`src/pkg/ibllw_pkg.sv`:
```
package ibllw_pkg;
   // ----------------------------------------------------------------
   // Register map (byte addresses)
   // ----------------------------------------------------------------
   localparam logic [7:0] IBLLW_OFS_CTRL = 8'h00;
   localparam logic [7:0] IBLLW_OFS_LAYOUT = 8'h04;
   localparam logic [7:0] IBLLW_OFS_LINE_BYTES = 8'h08;
   localparam logic [7:0] IBLLW_OFS_LINE_STRIDE = 8'h0C;
   localparam logic [7:0] IBLLW_OFS_GROUP_LINES = 8'h10;
   localparam logic [7:0] IBLLW_OFS_GROUP_STRIDE = 8'h14;
   localparam logic [7:0] IBLLW_OFS_BASE = 8'h18;
   localparam logic [7:0] IBLLW_OFS_STATUS = 8'h1C;
   // ----------------------------------------------------------------
   // Control and status fields
   // ----------------------------------------------------------------
   localparam int IBLLW_CTRL_MIRROR = 0;
   localparam int IBLLW_CTRL_FFC = 1;
   localparam int IBLLW_CTRL_CFA = 2;
   localparam int IBLLW_CTRL_UNPACK_MSB = 3;
   localparam int IBLLW_CTRL_ALIGN_LO = 4;
   localparam int IBLLW_CTRL_WIDE = 6;
   localparam int IBLLW_STAT_BUSY = 8;
   localparam logic [6:0] IBLLW_CTRL_RST = 7'h00;
   localparam logic [3:0] IBLLW_LAYOUT_RST = 4'h1;
   // ----------------------------------------------------------------
   // Geometry and alignment
   // ----------------------------------------------------------------
   localparam int IBLLW_LW = 24;
   localparam int IBLLW_GW = 16;
   localparam logic [5:0] IBLLW_ALIGN_PLAIN = 6'h04;
   localparam logic [5:0] IBLLW_ALIGN_FFC_LO = 6'h10;
   localparam logic [5:0] IBLLW_ALIGN_FFC_HI = 6'h20;
   localparam logic [3:0] IBLLW_BPP_MAX = 4'h8;

   typedef struct packed {
      logic [63:0] data;
      logic sof;
   } ibllw_pix_t;

   typedef struct packed {
      logic [31:0] addr;
      logic [7:0] data;
   } ibllw_wr_t;
endpackage

```
`src/rtl/ibllw_writer.sv`:
```
//
// Contract
// - The width step is the stride alignment over the factor it shares with bytes per pixel, at least one pixel.
// - Alignment is 4, 8, 16 or 32 bytes on plain paths, 16 or 32 when flat-field or colour decoding is on.
// - A stride above the line byte count appends stride minus count padding bytes per line.
// - A stride of zero writes lines back to back.
// - A group is adjacent lines; a group height of one makes each line its own group.
// - A group stride above the height skips stride minus height lines; zero disables it.
// - Mirroring writes the pixels of each line in reverse order.
// - Mirroring reverses pixel bytes only; line padding stays at the end.
// - Mirroring reverses whole pixels and keeps the component order inside each.
// - Mirroring is off after reset and acts only when its control is set.
// - While mirroring, unpacking is forced to the least significant bits.
// - Pixels go to ascending addresses from the buffer base unless mirrored, lines in order.
// - Multi-byte components are stored low byte first.
`timescale 1ns/10ps
`default_nettype none
module ibllw_writer (
   input wire logic pclk,
   input wire logic presetn,
   input wire logic psel,
   input wire logic penable,
   input wire logic pwrite,
   input wire logic [7:0] paddr,
   input wire logic [31:0] pwdata,
   output logic [31:0] prdata,
   output logic pready,
   output logic pslverr,
   input wire logic pix_valid,
   input wire ibllw_pkg::ibllw_pix_t pix_in,
   output logic pix_ready,
   output logic mem_valid,
   output ibllw_pkg::ibllw_wr_t mem_req,
   input wire logic mem_ready,
   output logic unpack_msb
);
   import ibllw_pkg::*;

   typedef enum logic [1:0] {ST_IDLE, ST_EMIT, ST_SKIP} ibllw_state_t;

   logic [6:0] ctrl_q;
   logic [3:0] bpp_q;
   logic [IBLLW_LW-1:0] lbc_q;
   logic [IBLLW_LW-1:0] stride_q;
   logic [IBLLW_GW-1:0] glines_q;
   logic [IBLLW_GW-1:0] gstride_q;
   logic [31:0] base_q;
   logic [31:0] prdata_q;
   logic pready_q;
   logic pslverr_q;
   ibllw_state_t state_q;
   logic [31:0] line_start_q;
   logic [IBLLW_LW-1:0] off_q;
   logic [IBLLW_GW-1:0] grp_q;
   logic [IBLLW_GW-1:0] skip_q;
   logic [63:0] pix_q;
   logic [2:0] bidx_q;
   logic pix_ready_q;
   logic mem_valid_q;
   ibllw_wr_t mem_req_q;
   logic unpack_q;

   logic mirror;
   logic [5:0] align;
   logic [5:0] step;
   logic [IBLLW_LW-1:0] line_step;
   logic [IBLLW_GW-1:0] height_eff;
   logic acc;
   logic take;
   logic [31:0] ls;
   logic [IBLLW_LW-1:0] off_cur;
   logic [IBLLW_LW-1:0] off_nxt;
   logic [31:0] pix_addr;
   logic mapped;
   logic [31:0] rd_mux;

   // ----------------------------------------------------------------
   // Derived geometry
   // ----------------------------------------------------------------
   assign mirror = ctrl_q[IBLLW_CTRL_MIRROR];
   assign take = pix_valid && pix_ready_q;

   always_comb begin
      align = IBLLW_ALIGN_PLAIN;
      if (ctrl_q[IBLLW_CTRL_FFC] || ctrl_q[IBLLW_CTRL_CFA]) begin
         align = ctrl_q[IBLLW_CTRL_WIDE] ? IBLLW_ALIGN_FFC_HI : IBLLW_ALIGN_FFC_LO;
      end else begin
         align = IBLLW_ALIGN_PLAIN << ctrl_q[IBLLW_CTRL_ALIGN_LO +: 2];
      end
   end

   // Width step; three-byte pixels share no factor with the alignment, six-byte pixels only a factor of two
   always_comb begin
      case (bpp_q)
         4'h1: step = align;
         4'h2: step = align >> 1;
         4'h3: step = align;
         4'h4: step = align >> 2;
         4'h6: step = align >> 1;
         4'h8: step = align >> 3;
         default: step = align;
      endcase
      if (step == 6'h00) begin
         step = 6'h01;
      end
   end

   // A stride of zero or below the line length leaves no gap
   assign line_step = (stride_q > lbc_q) ? stride_q : lbc_q;
   assign height_eff = (glines_q == '0) ? {{(IBLLW_GW-1){1'b0}}, 1'b1} : glines_q;

   assign ls = pix_in.sof ? base_q : line_start_q;
   assign off_cur = pix_in.sof ? '0 : off_q;
   assign off_nxt = off_cur + IBLLW_LW'(bpp_q);
   assign pix_addr = mirror ? ls + 32'(lbc_q) - 32'(off_nxt) : ls + 32'(off_cur);

   // ----------------------------------------------------------------
   // APB register file
   // ----------------------------------------------------------------
   assign acc = psel && penable && !pready_q;

   always_comb begin
      mapped = 1'b1;
      rd_mux = 32'h0000_0000;
      case (paddr)
         IBLLW_OFS_CTRL: rd_mux = {25'h000_0000, ctrl_q};
         IBLLW_OFS_LAYOUT: rd_mux = {28'h000_0000, bpp_q};
         IBLLW_OFS_LINE_BYTES: rd_mux = {8'h00, lbc_q};
         IBLLW_OFS_LINE_STRIDE: rd_mux = {8'h00, stride_q};
         IBLLW_OFS_GROUP_LINES: rd_mux = {16'h0000, glines_q};
         IBLLW_OFS_GROUP_STRIDE: rd_mux = {16'h0000, gstride_q};
         IBLLW_OFS_BASE: rd_mux = base_q;
         IBLLW_OFS_STATUS: rd_mux = {23'h00_0000, state_q != ST_IDLE, 2'h0, step};
         default: mapped = 1'b0;
      endcase
   end

   always_ff @(posedge pclk or negedge presetn) begin
      if (!presetn) begin
         ctrl_q <= IBLLW_CTRL_RST;
         bpp_q <= IBLLW_LAYOUT_RST;
         lbc_q <= '0;
         stride_q <= '0;
         glines_q <= '0;
         gstride_q <= '0;
         base_q <= 32'h0000_0000;
      end else if (acc && pwrite && mapped) begin
         case (paddr)
            IBLLW_OFS_CTRL: ctrl_q <= pwdata[6:0];
            IBLLW_OFS_LAYOUT: bpp_q <= pwdata[3:0];
            IBLLW_OFS_LINE_BYTES: lbc_q <= pwdata[IBLLW_LW-1:0];
            IBLLW_OFS_LINE_STRIDE: stride_q <= pwdata[IBLLW_LW-1:0];
            IBLLW_OFS_GROUP_LINES: glines_q <= pwdata[IBLLW_GW-1:0];
            IBLLW_OFS_GROUP_STRIDE: gstride_q <= pwdata[IBLLW_GW-1:0];
            IBLLW_OFS_BASE: base_q <= pwdata;
            default: ;
         endcase
      end
   end

   // One wait state: answer on the second access cycle
   always_ff @(posedge pclk or negedge presetn) begin
      if (!presetn) begin
         pready_q <= 1'b0;
         pslverr_q <= 1'b0;
         prdata_q <= 32'h0000_0000;
      end else begin
         pready_q <= acc;
         pslverr_q <= acc && !mapped;
         prdata_q <= (acc && !pwrite) ? rd_mux : 32'h0000_0000;
      end
   end

   // Unpacking forced to lsb while mirroring
   always_ff @(posedge pclk or negedge presetn) begin
      if (!presetn) begin
         unpack_q <= 1'b0;
      end else begin
         unpack_q <= ctrl_q[IBLLW_CTRL_UNPACK_MSB] && !mirror;
      end
   end

   // ----------------------------------------------------------------
   // Line layout engine
   // ----------------------------------------------------------------
   always_ff @(posedge pclk or negedge presetn) begin
      if (!presetn) begin
         state_q <= ST_IDLE;
         line_start_q <= 32'h0000_0000;
         off_q <= '0;
         grp_q <= '0;
         skip_q <= '0;
         pix_q <= 64'h0000_0000_0000_0000;
         bidx_q <= 3'h0;
         pix_ready_q <= 1'b0;
         mem_valid_q <= 1'b0;
         mem_req_q <= '0;
      end else begin
         case (state_q)
            ST_IDLE: begin
               pix_ready_q <= 1'b1;
               if (take) begin
                  pix_ready_q <= 1'b0;
                  line_start_q <= ls;
                  if (pix_in.sof) begin
                     grp_q <= '0;
                  end
                  off_q <= off_nxt;
                  pix_q <= pix_in.data;
                  bidx_q <= 3'h0;
                  mem_valid_q <= 1'b1;
                  mem_req_q.addr <= pix_addr;
                  mem_req_q.data <= pix_in.data[7:0];
                  state_q <= ST_EMIT;
               end
            end
            ST_EMIT: begin
               if (mem_ready) begin
                  if ({1'b0, bidx_q} == bpp_q - 4'h1) begin
                     mem_valid_q <= 1'b0;
                     pix_ready_q <= 1'b1;
                     state_q <= ST_IDLE;
                     if (off_q >= lbc_q) begin
                        off_q <= '0;
                        line_start_q <= line_start_q + 32'(line_step);
                        if (grp_q + 1'b1 >= height_eff) begin
                           grp_q <= '0;
                           if (gstride_q > height_eff) begin
                              skip_q <= gstride_q - height_eff;
                              pix_ready_q <= 1'b0;
                              state_q <= ST_SKIP;
                           end
                        end else begin
                           grp_q <= grp_q + 1'b1;
                        end
                     end
                  end else begin
                     bidx_q <= bidx_q + 3'h1;
                     mem_req_q.addr <= mem_req_q.addr + 32'h0000_0001;
                     mem_req_q.data <= pix_q[{bidx_q + 3'h1, 3'h0} +: 8];
                  end
               end
            end
            ST_SKIP: begin
               line_start_q <= line_start_q + 32'(line_step);
               skip_q <= skip_q - 1'b1;
               if (skip_q == {{(IBLLW_GW-1){1'b0}}, 1'b1}) begin
                  pix_ready_q <= 1'b1;
                  state_q <= ST_IDLE;
               end
            end
            default: state_q <= ST_IDLE;
         endcase
      end
   end

   assign prdata = prdata_q;
   assign pready = pready_q;
   assign pslverr = pslverr_q;
   assign pix_ready = pix_ready_q;
   assign mem_valid = mem_valid_q;
   assign mem_req = mem_req_q;
   assign unpack_msb = unpack_q;

   // ----------------------------------------------------------------
   // Checks
   // ----------------------------------------------------------------
   property p_step_min;
      @(posedge pclk) disable iff (!presetn) step != 6'h00;
   endproperty
   a_step_min: assert property (p_step_min) else $error("width step zero");

   property p_align;
      @(posedge pclk) disable iff (!presetn)
         (ctrl_q[IBLLW_CTRL_FFC] || ctrl_q[IBLLW_CTRL_CFA]) |-> align >= IBLLW_ALIGN_FFC_LO;
   endproperty
   a_align: assert property (p_align) else $error("alignment too small");

   property p_line_adv;
      @(posedge pclk) disable iff (!presetn)
         (state_q == ST_EMIT && mem_ready && {1'b0, bidx_q} == bpp_q - 4'h1 && off_q >= lbc_q)
         |=> line_start_q == $past(line_start_q) + 32'($past(line_step));
   endproperty
   a_line_adv: assert property (p_line_adv) else $error("line advance wrong");

   property p_no_gap;
      @(posedge pclk) disable iff (!presetn) (stride_q == '0) |-> line_step == lbc_q;
   endproperty
   a_no_gap: assert property (p_no_gap) else $error("zero stride not packed");

   property p_skip_exit;
      @(posedge pclk) disable iff (!presetn)
         (state_q == ST_SKIP && skip_q == {{(IBLLW_GW-1){1'b0}}, 1'b1}) |=> state_q == ST_IDLE;
   endproperty
   a_skip_exit: assert property (p_skip_exit) else $error("skip count wrong");

   property p_mirror_addr;
      @(posedge pclk) disable iff (!presetn)
         (take && mirror) |=> mem_req_q.addr == $past(ls) + 32'($past(lbc_q)) - 32'($past(off_nxt));
   endproperty
   a_mirror_addr: assert property (p_mirror_addr) else $error("mirror address wrong");

   property p_fwd_addr;
      @(posedge pclk) disable iff (!presetn)
         (take && !mirror) |=> mem_req_q.addr == $past(ls) + 32'($past(off_cur));
   endproperty
   a_fwd_addr: assert property (p_fwd_addr) else $error("forward address wrong");

   property p_unpack;
      @(posedge pclk) disable iff (!presetn) $past(mirror) |-> !unpack_q;
   endproperty
   a_unpack: assert property (p_unpack) else $error("unpack not forced");

   property p_le_byte;
      @(posedge pclk) disable iff (!presetn)
         (state_q == ST_EMIT && mem_ready && mem_valid_q && {1'b0, bidx_q} != bpp_q - 4'h1)
         |=> mem_req_q.addr == $past(mem_req_q.addr) + 32'h0000_0001;
   endproperty
   a_le_byte: assert property (p_le_byte) else $error("byte order wrong");

   property p_skip_quiet;
      @(posedge pclk) disable iff (!presetn) state_q == ST_SKIP |-> !mem_valid_q;
   endproperty
   a_skip_quiet: assert property (p_skip_quiet) else $error("padding written");

   // Every emitted byte falls inside the pixel bytes of its line, never in the padding
   property p_pad_untouched;
      @(posedge pclk) disable iff (!presetn)
         (state_q == ST_EMIT && mem_valid_q) |-> (mem_req_q.addr - line_start_q) < 32'(lbc_q);
   endproperty
   a_pad_untouched: assert property (p_pad_untouched) else $error("byte written into padding");

   // A stalled byte request keeps its address and data until the sink takes it
   property p_req_hold;
      @(posedge pclk) disable iff (!presetn)
         (mem_valid_q && !mem_ready) |=> (mem_valid_q && $stable(mem_req_q));
   endproperty
   a_req_hold: assert property (p_req_hold) else $error("byte request dropped");

   // No pixel is accepted while padding lines are being skipped
   property p_ready_idle;
      @(posedge pclk) disable iff (!presetn) pix_ready_q |-> state_q == ST_IDLE;
   endproperty
   a_ready_idle: assert property (p_ready_idle) else $error("pixel accepted while busy");

   // The low byte of each pixel goes out first
   property p_low_first;
      @(posedge pclk) disable iff (!presetn)
         take |=> (mem_valid_q && mem_req_q.data == $past(pix_in.data[7:0]));
   endproperty
   a_low_first: assert property (p_low_first) else $error("first byte not low byte");
endmodule // ibllw_writer
`default_nettype wire

```
`config.mk`:
```
export PLATFORM = sky130hd
export DESIGN_NAME = ibllw_writer
export DESIGN_NICKNAME = d
export VERILOG_FILES = /design/src/pkg/ibllw_pkg.sv /design/src/rtl/ibllw_writer.sv
export SDC_FILE = /design/constraint.sdc
export NUM_CORES = 1
export LEC_CHECK = 0
export BUFFER_PORTS_ARGS = -buffer_cell sky130_fd_sc_hd__clkbuf_2
export CAP_MARGIN = 10
export CELL_PAD_IN_SITES_DETAIL_PLACEMENT = 1
export CELL_PAD_IN_SITES_GLOBAL_PLACEMENT = 2
export CORE_MARGIN = 2
export CORE_UTILIZATION = 39
export DETAILED_ROUTE_END_ITERATION = 12
export PLACE_DENSITY = 0.87
export SYNTH_ARGS = -nofsm -noshare
export SYNTH_HDL_FRONTEND = slang
export SYNTH_SLANG_ARGS = --single-unit
```
`constraint.sdc`:
```
create_clock -name pclk -period 6.7 [get_ports pclk]
set_input_delay 0.67 -clock pclk [delete_from_list [all_inputs] [get_ports pclk]]
set_output_delay 0.67 -clock pclk [all_outputs]
set_load 0.005 [all_outputs]
```
==> results of run 1 <==
[final timing paths]
check                                  startpoint                           end  depth (start not counted)
min in group pclk                      pix_in[37]         pix_q[36]$_DFFE_PN0P_                          2
max reg2reg                  lbc_q[9]$_DFFE_PN0P_  line_start_q[29]$_DFFE_PN0P_                         22
max                          lbc_q[9]$_DFFE_PN0P_  line_start_q[29]$_DFFE_PN0P_                         22
min reg2reg                mem_req[5]$_DFFE_PN0P_        mem_req[5]$_DFFE_PN0P_                          2
min                                       presetn          grp_q[5]$_DFFE_PN0P_                          1
max in group asynchronous                 presetn       mem_req[32]$_DFFE_PN0P_                          2
[metrics by stage]
stage | utilization (%) | power (mW) | instance area (µm²) | cells | worst slack [ps]
2_1_floorplan | - | 5.49 | 25300 | 2681 | 161
3_3_place_gp | 42.3 | 6.65 | 27200 | 3651 | 697
3_5_place_dp | 42.3 | 6.81 | 27200 | 3651 | 513
4_1_cts | 44.8 | 9.54 | 28900 | 3734 | 693
5_1_grt | 44.8 | 10.0 | 28900 | 3734 | 253
6_report | 44.8 | 9.49 | 28900 | 3734 | 683
[cell type report]
class	instances	area (µm²)
Inverter	114	428
Timing Repair Buffer	222	1230
Clock buffer	59	1300
Clock inverter	24	313
Multi-Input combinational cell	2103	15600
Tap cell	855	1070
Sequential cell	357	8930
Fill cell	7349	35500
[critical path, stage by stage (launching register included)]
cell and delay (ps):
dfrtp_1 450, inv_1 100, ha_1 330, a21o_1 200, a21o_1 190, a21o_1 180, a21o_1 170, a21o_1 170
a21o_1 170, a221o_1 340, a21oi_1 170, a31oi_2 170, mux2_2 390, ha_1 350, a21o_1 180, a21o_1 180
a221o_1 410, a211o_1 380, a311oi_2 390, a21oi_2 170, a211oi_4 370, nor4_1 100, or3_1 310
[sequential cells by signal, summed over array words and instances, names as in the netlist, 2 cells and up]
name / flops
base_q: 32
pix_q: 64
lbc_q: 24
mem_req: 40
line_start_q: 32
state_q: 2
stride_q: 24
bpp_q: 4
skip_q: 16
ctrl_q: 7
off_q: 24
prdata: 32
gstride_q: 16
bidx_q: 3
grp_q: 16
glines_q: 16
[logic make-up after synthesis]
| kind of cell | after synthesis |
|---|---|
| multiplexers | 301 |
| buffers and inverters | 221 |
| XOR/XNOR | 122 |
| flip-flops | 357 |
| adder cells (fa/ha/maj) | 205 |
| AO/OA/AOI/OAI | 694 |
| AND/OR/NAND/NOR | 781 |
[power groups by stage]
stage	registers [mW]	logic, mW	clock network, mW
after floorplan	2.90	2.59	0
after global placement	2.99	3.67	0
after detailed placement	3.03	3.78	0
after CTS	3.00	3.82	2.71
after global routing	3.07	4.19	2.78
final	3.01	3.82	2.66
[per-layer routing]
metal  wire (µm)  share of wire [%]  up-vias  GRT usage [%]
met1       39100                 45    11100           34.3
met5           0                  0        -              0
met4        2470                2.9        0           8.06
met3        3480                4.0      121           2.57
met2       41000                 48      492           43.6
li1            -                  -    10100              -
[Yosys cell counts, drive strengths merged, types with 6 or more instances]
library cell    n  area share, %
a222oi          7           0.28
o221ai          8           0.30
nor2          201            3.0
o22ai          12           0.32
and2           13           0.32
o21a           21           0.62
fa             26            2.1
a211oi         12           0.41
xnor2          79            2.7
a31oi          47            1.2
a21oi         165            3.3
o211ai         17           0.50
a221o           6           0.24
xor2           43            1.5
nor4           10           0.25
o21ai         177            3.5
dfrtp         356             35
o31ai          23           0.70
nor3           54            1.1
nand3          64            1.3
inv           114            1.7
and3           45            1.1
o21bai          9           0.27
nand2b         30           0.77
or3            21           0.52
a21o           72            2.1
a211o           7           0.24
o32ai           9           0.34
a221oi          8           0.28
a22o           15           0.52
nand4          33           0.82
a22oi          31           0.92
nor3b           6           0.18
clkbuf         91            1.3
ha            179            8.8
buf            16           0.29
or2             8           0.20
nor2b          37           0.91
mux4           17            1.5
nand2         241            3.6
mux2i          44            1.7
mux2          240             11
==> flow_summary_export.csv, run 1 <==
group,metric,value,unit
outcome,outcome,"complete, no violations",
route,remaining_drc_errors,0,
route,wl_per_cell,23.1,µm
synthesis,async_reset_ff_share,100,%
synthesis,synthXorXnorAreaFrac,4.22,%
setup_path,cp.required,7160,ps
die,dieArea,67000,µm²
die,io_pins,189,
timing,tns,0,ps
timing,final-hold-violation-count,0,
die,rows,93,
timing,finalSetupViolCount,0,
synthesis,synth_area_per_cell,9.44,µm²
clocking,clock_latency,580,ps
setup_path,crit_type,"flop to flop",
pwr,intPower,5.73,mW
synthesis,synth_fp_nets,2998,
die,initial_core_util,39.3,%
global_route,grt_pass1_wl,136000,µm
route,route.vias.total,21900,
clocking,clock-sinks,357,
cells_and_area,antenna_cells,0,
global_route,grt_pass1_vias,23700,
setup_path,rrSetupSlack,680,ps
clocking,hold_buffers,0,
timing,finalCritPeriodShare,89.8,%
pwr,peakVddDrop,0.289,mV
pwr,swShare,39.5,%
synthesis,synthAdderAreaFrac,10.9,%
timing,timing.hold.ws,102,ps
timing,timing.fmax,166,MHz
global_route,grt_max_degree,140,
synthesis,synth-simple-area-share,14.6,%
clocking,cts.path.max_buffers,3,
timing,period_minus_slack,6020,ps
synthesis,netlist_instances,2681,
timing,finClkSkew,11.6,ps
cells_and_area,drive_gt1_share,20.4,%
clocking,cts.root.buffer_cell,"clkbuf_16",
clocking,cts_buffers,45,
global_route,antenna_found_initial,1,
clocking,post_cts.repair.setup_buffers,0,
synthesis,synthFlopType,"dfrtp_1",
route,viasPerCell,5.86,
cells_and_area,final_common_cell,"dfrtp_1",
synthesis,synth.area.mux_share,13.9,%
global_route,grt_use_total,25.6,%
die,core,64300,µm²
pwr,p_leak,13.5,nW
pwr,p_switching,3.75,mW
cells_and_area,nets,3160,
clocking,path_clk_slew,60,ps
timing,slew_viol_final,0,
cells_and_area,most-common-layout-cells,"dfrtp_1 (356), nand2_1 (241), mux2_2 (240)",
clocking,post_cts_resized,0,
synthesis,synth_area,25300,µm²
pwr,combPwrFrac,40.2,%
die,die_w,259,µm
timing,relSlewSlack,18.8,%
pwr,power_frac_clock,28.0,%
clocking,cts_tree,"done",
hold_path,hold_path.class,"primary input to async pin",
timing,rsz0062_at_grt,"false",
die,die_y,259,µm
pwr,power_frac_seq,31.7,%
placement,portBuffers,188,
synthesis,yosysUniqueCellTypes,82,
placement,dp_hpwl,65700,µm
route,ant_nets,0,
setup_path,cp-end-kind,"flop",
timing,worst_pin_slew,1210,ps
setup_path,crit_arrival,6480,ps
synthesis,yosysWarningCount,0,
setup_path,crit_fanout,10,
synthesis,ys_seq_area_share,35.3,%
synthesis,synth_top_family_by_area,"compound AO/OA/AOI/OAI gates",
clocking,htree_levels,2,
route,drt_wl_total,86100,µm
synthesis,synth-compound-area-share,17.8,%
placement,gp_congestion,0.901,
route,dr.pass1.iters,5,
global_route,grt.overflow.total,0,
synthesis,synth-seq-cells,357,
synthesis,synth_edf_count,0,
route,drt-initial-drc-count,1240,
cells_and_area,area_delta_synth_final,14.0,%
pwr,power_density,329,nW/µm²
setup_path,critPathLaunchType,"flop",
run,drv_cap,0,
No activity file was read; power rests on OpenSTA's default activity.
==> run 2, diff against run 1 <==
--- a/config.mk
+++ b/config.mk
@@ -11,8 +11,11 @@
 export CELL_PAD_IN_SITES_GLOBAL_PLACEMENT = 2
 export CORE_MARGIN = 2
 export CORE_UTILIZATION = 39
+export CTS_CLUSTER_DIAMETER = 150
 export DETAILED_ROUTE_END_ITERATION = 12
 export PLACE_DENSITY = 0.87
+export REMOVE_ABC_BUFFERS = 1
+export SKIP_CTS_REPAIR_TIMING = 1
 export SYNTH_ARGS = -nofsm -noshare
 export SYNTH_HDL_FRONTEND = slang
 export SYNTH_SLANG_ARGS = --single-unit
==> run 2 against run 1 <==
  * Critical path depth is the same
  * Worst setup slack got worse by 12 ps
  * Wire length rose by 1.3%
  * Sequential power barely moved
  * Clock power up 2%
  * Critical endpoint unchanged
  * Via count grew 0.55%
  * Largest power group unchanged
  * Power rose by 0.20%
  * Die area stayed put
  * Cell count increased by 0.24%
==> flow_summary_export.csv, run 2 (same netlist as run 1, synthesis figures left out) <==
group,metric,value,unit
route,ant_nets,0,
setup_path,crit_fanout,10,
cells_and_area,num-fill-cells,7360,
clocking,path_clk_slew,60,ps
clocking,clock-sinks,357,
route,drt_wl_total,87200,µm
clocking,cts.root.buffer_cell,"clkbuf_16",
cells_and_area,nets,3167,
outcome,outcome,"complete, no violations",
timing,relSlewSlack,23.7,%
pwr,power_frac_seq,31.5,%
timing,tns,0,ps
route,dr.pass1.iters,7,
die,core,64300,µm²
die,die_y,259,µm
setup_path,r2r_end,"line_start_q[29]$_DFFE_PN0P_",
hold_path,hold_path.class,"primary input to async pin",
cells_and_area,final_common_cell,"dfrtp_1",
route,wl_per_cell,23.3,µm
setup_path,critPathLaunchType,"flop",
global_route,grt_use_total,25.9,%
placement,gp_congestion,0.855,
timing,slew_viol_final,0,
timing,finalCritPeriodShare,90.0,%
pwr,power_frac_clock,28.5,%
cells_and_area,area_delta_synth_final,14.3,%
cells_and_area,most-common-layout-cells,"dfrtp_1 (356), nand2_1 (241), mux2_2 (240)",
pwr,swShare,39.0,%
pwr,power,9.50,mW
cells_and_area,largest_reg_flops,64,
route,viasPerCell,5.88,
clocking,cts_buffers,46,
clocking,cts_tree,"done",
timing,rsz0062_at_grt,"false",
pwr,power_density,328,nW/µm²
cells_and_area,top_register,"pix_q",
pwr,peakVddDrop,0.316,mV
clocking,htree_levels,2,
setup_path,crit_type,"flop to flop",
timing,final-hold-violation-count,0,
setup_path,r2r.worst_path.cells,22,
die,die_w,259,µm
timing,finClkSkew,24.2,ps
die,initial_core_util,39.3,%
global_route,grt_pass1_wl,137000,µm
pwr,p_leak,13.6,nW
setup_path,r2r_start,"lbc_q[9]$_DFFE_PN0P_",
pwr,combPwrFrac,40.0,%
route,drt-initial-drc-count,1296,
die,rows,93,
pwr,intPower,5.80,mW
setup_path,cp.required,7170,ps
global_route,grt.overflow.total,0,
placement,portBuffers,188,
clocking,clock_latency,600,ps
global_route,antenna_found_initial,2,
run,drv_cap,0,
die,dieArea,67000,µm²
global_route,grt_pass1_vias,23400,
timing,worst_pin_slew,1140,ps
cells_and_area,instances_no_fill,3743,
timing,finalSetupViolCount,0,
pwr,p_switching,3.71,mW
cells_and_area,drive_gt1_share,20.5,%
die,io_pins,189,
global_route,grt_max_degree,141,
timing,timing.fmax,166,MHz
placement,placed_cells_incl_taps,3657,
clocking,cts.path.max_buffers,3,
setup_path,cp-end-kind,"flop",
setup_path,rrSetupSlack,670,ps
setup_path,crit_arrival,6500,ps
timing,period_minus_slack,6030,ps
route,remaining_drc_errors,0,
route,route.vias.total,22000,
placement,dp_hpwl,66500,µm
## run 2: cell count changes in the layout (fill, tap and decap cells not counted)
cell,before,now
buf_4,32,38
clkinvlp_4,8,2
clkinv_2,6,11
clkbuf_1,3,6
clkinv_4,3,0
bufinv_16,6,7
clkbuf_16,46,47
clkinv_8,1,2
diode_2,0,1
## run 2: stage by stage
stage	hold slack, ps	worst slack (ps)	util [%]	instance area (µm²)
floorplan	374	774	-	24900
global placement	463	775	42.4	27300
detailed placement	478	525	42.4	27300
CTS	211	696	45.0	28900
global route	204	208	45.0	28900
finish	153	671	45.0	28900
## run 2: how the worst max path moves through the flow
| stage | endpoint | startpoint | cells past startpoint |
|---|---|---|---|
| 4_1_cts | line_start_q[29]$_DFFE_PN0P_ | lbc_q[1]$_DFFE_PN0P_ | 23 |
| 5_1_grt | mem_req[37]$_DFFE_PN0P_ | off_q[1]$_DFFE_PN0P_ | 24 |
| 2_1_floorplan | line_start_q[29]$_DFFE_PN0P_ | lbc_q[9]$_DFFE_PN0P_ | 22 |
| 3_5_place_dp | mem_req[37]$_DFFE_PN0P_ | pix_in[0] | 25 |
| 6_report | line_start_q[29]$_DFFE_PN0P_ | lbc_q[9]$_DFFE_PN0P_ | 22 |
| 3_3_place_gp | mem_req[37]$_DFFE_PN0P_ | pix_in[0] | 25 |
## run 2: routing by layer
metal	global-route usage [%]	part of all wire, %
met1	35.1	45
met2	43.3	47
met3	3.23	4.6
met4	8.04	2.8
met5	0	0
## run 2: critical path: stages, from the launching register on
cell and delay, ps:
dfrtp_1 470, inv_1 100, ha_1 320, a21o_1 180, a21o_1 170, a21o_1 170
a21o_1 170, a21o_1 170, a21o_1 180, a221o_1 340, a21oi_1 180, a31oi_2 170
mux2_2 380, ha_1 360, a21o_1 190, a21o_1 190, a221o_1 410, a211o_1 360
a311oi_2 450, a21oi_2 180, a211oi_4 370, nor4_1 80, or3_1 310
## run 2: layout make-up
| type | instances | area [µm²] | area share (%) |
|---|---|---|---|
| Multi-Input combinational cell | 2103 | 15600 | 53.8 |
| Sequential cell | 357 | 8930 | 30.9 |
| Clock buffer | 63 | 1340 | 4.62 |
| Timing Repair Buffer | 228 | 1280 | 4.41 |
| Tap cell | 855 | 1070 | 3.70 |
| Inverter | 114 | 428 | 1.48 |
| Clock inverter | 22 | 313 | 1.08 |
| Antenna cell | 1 | 2.50 | 0.00865 |
## run 2: power groups by stage
stage	clock network (mW)	registers (mW)	logic, mW
final	2.71	3.00	3.80
after global routing	2.85	3.07	4.17
after CTS	2.77	2.99	3.80
after detailed placement	0	3.03	3.78
after global placement	0	2.97	3.64
after floorplan	0	2.92	2.51
==> run 3, diff against run 2 <==
--- a/config.mk
+++ b/config.mk
@@ -9,10 +9,11 @@
 export CAP_MARGIN = 10
 export CELL_PAD_IN_SITES_DETAIL_PLACEMENT = 1
 export CELL_PAD_IN_SITES_GLOBAL_PLACEMENT = 2
-export CORE_MARGIN = 2
 export CORE_UTILIZATION = 39
+export CTS_BUF_LIST = sky130_fd_sc_hd__clkbuf_16
 export CTS_CLUSTER_DIAMETER = 150
 export DETAILED_ROUTE_END_ITERATION = 12
+export GPL_TIMING_DRIVEN = 0
 export PLACE_DENSITY = 0.87
 export REMOVE_ABC_BUFFERS = 1
 export SKIP_CTS_REPAIR_TIMING = 1
==> run 3 against run 2 <==
  * Cell count is 0.53% lower
  * First-iteration DRC count is 2.1% higher
  * Clock skew is 21 ps higher
  * Global-route usage is 0.44 points lower
  * Power is 2.3% lower
  * Utilization hardly changed
  * Critical endpoint unchanged
  * Count of clock-buffer cells in the layout is 16 lower
  * Critical path depth is 1 higher
  * Die area is 1.5% lower
  * Register-to-register slack worse by 380 ps
  * Wire length is 3.6% lower
==> flow_summary_export.csv, run 3 (same netlist as run 1, synthesis figures left out) <==
group,metric,value,unit
outcome,outcome,"complete, no violations",
route,ant_nets,0,
placement,portBuffers,188,
timing,tns,0,ps
timing,rsz0062_at_grt,"false",
cells_and_area,area_delta_synth_final,14.4,%
die,io_pins,189,
run,drv_cap,0,
clocking,htree_levels,2,
placement,dp_hpwl,64000,µm
placement,placed_cells_incl_taps,3636,
die,die_y,257,µm
route,remaining_drc_errors,0,
pwr,power_density,321,nW/µm²
setup_path,cp.required,7170,ps
clocking,cts_tree,"done",
global_route,grt.overflow.total,0,
cells_and_area,top_register,"pix_q",
cells_and_area,final_core_util,45.0,%
pwr,peakVddDrop,0.228,mV
setup_path,crit_arrival,6880,ps
timing,finalSetupViolCount,0,
placement,gp_congestion,0.892,
cells_and_area,most-common-layout-cells,"dfrtp_1 (355), mux2_2 (240), nand2_1 (240)",
clocking,cts.path.max_buffers,3,
setup_path,crit_fanout,19,
timing,finClkSkew,44.9,ps
cells_and_area,final_common_cell,"dfrtp_1",
route,drt_wl_total,84100,µm
die,rows,93,
pwr,p_leak,13.5,nW
route,drt-initial-drc-count,1323,
route,dr.pass1.iters,5,
clocking,cts_buffers,45,
clocking,clock_latency,590,ps
die,die_w,257,µm
global_route,grt_pass1_wl,134000,µm
timing,timing.fmax,156,MHz
hold_path,hold_path.class,"primary input to async pin",
timing,worst_pin_slew,1150,ps
clocking,cts.root.buffer_cell,"clkbuf_16",
cells_and_area,drive_gt1_share,19.6,%
global_route,grt_max_degree,110,
route,viasPerCell,5.85,
die,initial_core_util,39.3,%
clocking,clock-sinks,357,
setup_path,crit_type,"flop to flop",
clocking,path_clk_slew,60,ps
route,wl_per_cell,22.6,µm
timing,slew_viol_final,0,
global_route,antenna_found_initial,2,
setup_path,rrSetupSlack,290,ps
timing,final-hold-violation-count,0,
cells_and_area,instances_no_fill,3723,
timing,finalCritPeriodShare,95.7,%
timing,period_minus_slack,6410,ps
global_route,grt_use_total,25.5,%
pwr,power,9.29,mW
cells_and_area,nets,3148,
die,dieArea,65900,µm²
global_route,grt_pass1_vias,23500,
setup_path,cp-end-kind,"flop",
setup_path,critPathLaunchType,"flop",
route,route.vias.total,21800,
timing,relSlewSlack,23.3,%
die,core,64300,µm²
cells_and_area,largest_reg_flops,64,
run 3: cell types whose count changed in the layout (fill, tap and decap cells not counted), sizes merged:
| cell | delta |
|---|---|
| clkbuf | -14 |
| buf | -20 |
| diode | +1 |
| inv | +11 |
| bufinv | -3 |
| clkinv | +5 |
run 3: final cells by class:
cell class	count	area, µm²
timing repair buffer	210	1440
antenna	2	5.00
clock buffer	47	1180
clock inverter	35	282
tap	855	1070
inverter	114	428
sequential	357	8940
fill	7320	35400
multi-input combinational	2103	15600
run 3: critical path, cell delays in order, from the launching register on:
cell and delay (ps):
dfrtp_1 520, inv_1 120, ha_1 340, a21o_1 200, a21o_1 180, a21o_1 170, a21o_1 180, a21o_1 170
a21o_1 170, a221o_1 350, a21oi_1 240, a31oi_4 130, buf_16 250, mux2_2 280, ha_1 370, a21o_1 190
a21o_1 190, a221o_1 420, a211o_1 380, a311oi_2 460, a21oi_2 200, a211oi_4 360, nor4_1 80, or3_1 320
run 3: power breakdown:
part           internal [mW]  leakage [nW]  switching [mW]
sequential              2.60          4.70           0.404
combinational           1.60          8.09            2.26
clock                   1.42         0.740            1.01
run 3: worst paths after layout:
| check | startpoint | endpoint | depth (start not counted) |
|---|---|---|---|
| setup / recovery | lbc_q[9]$_DFFE_PN0P_ | line_start_q[29]$_DFFE_PN0P_ | 23 |
| hold / removal | presetn | skip_q[3]$_DFFE_PN0P_ | 1 |
| setup reg to reg | lbc_q[9]$_DFFE_PN0P_ | line_start_q[29]$_DFFE_PN0P_ | 23 |
| hold reg to reg | mem_req[6]$_DFFE_PN0P_ | mem_req[6]$_DFFE_PN0P_ | 2 |
| max in group asynchronous | presetn | mem_req[37]$_DFFE_PN0P_ | 3 |
| min in group pclk | pwdata[24] | base_q[24]$_DFFE_PN0P_ | 2 |
run 3: metrics by stage:
stage               hold WS (ps)  area, µm²  worst slack [ps]
floorplan                    374      24900               774
global placement             465      26900             -3200
detailed placement           484      27400             -52.7
CTS                         40.9      28900               330
global route                63.6      29000              3.75
finish                      37.1      29000               289
run 3: routing by layer:
| metal | wire, µm | vias up | track usage [%] | share of wire (%) |
|---|---|---|---|---|
| li1 | - | 10100 | - | - |
| met1 | 37800 | 11000 | 34.0 | 45 |
| met2 | 40000 | 510 | 42.7 | 48 |
| met3 | 3850 | 128 | 3.24 | 4.6 |
| met4 | 2480 | 0 | 8.23 | 2.9 |
| met5 | 0 | - | 0 | 0 |
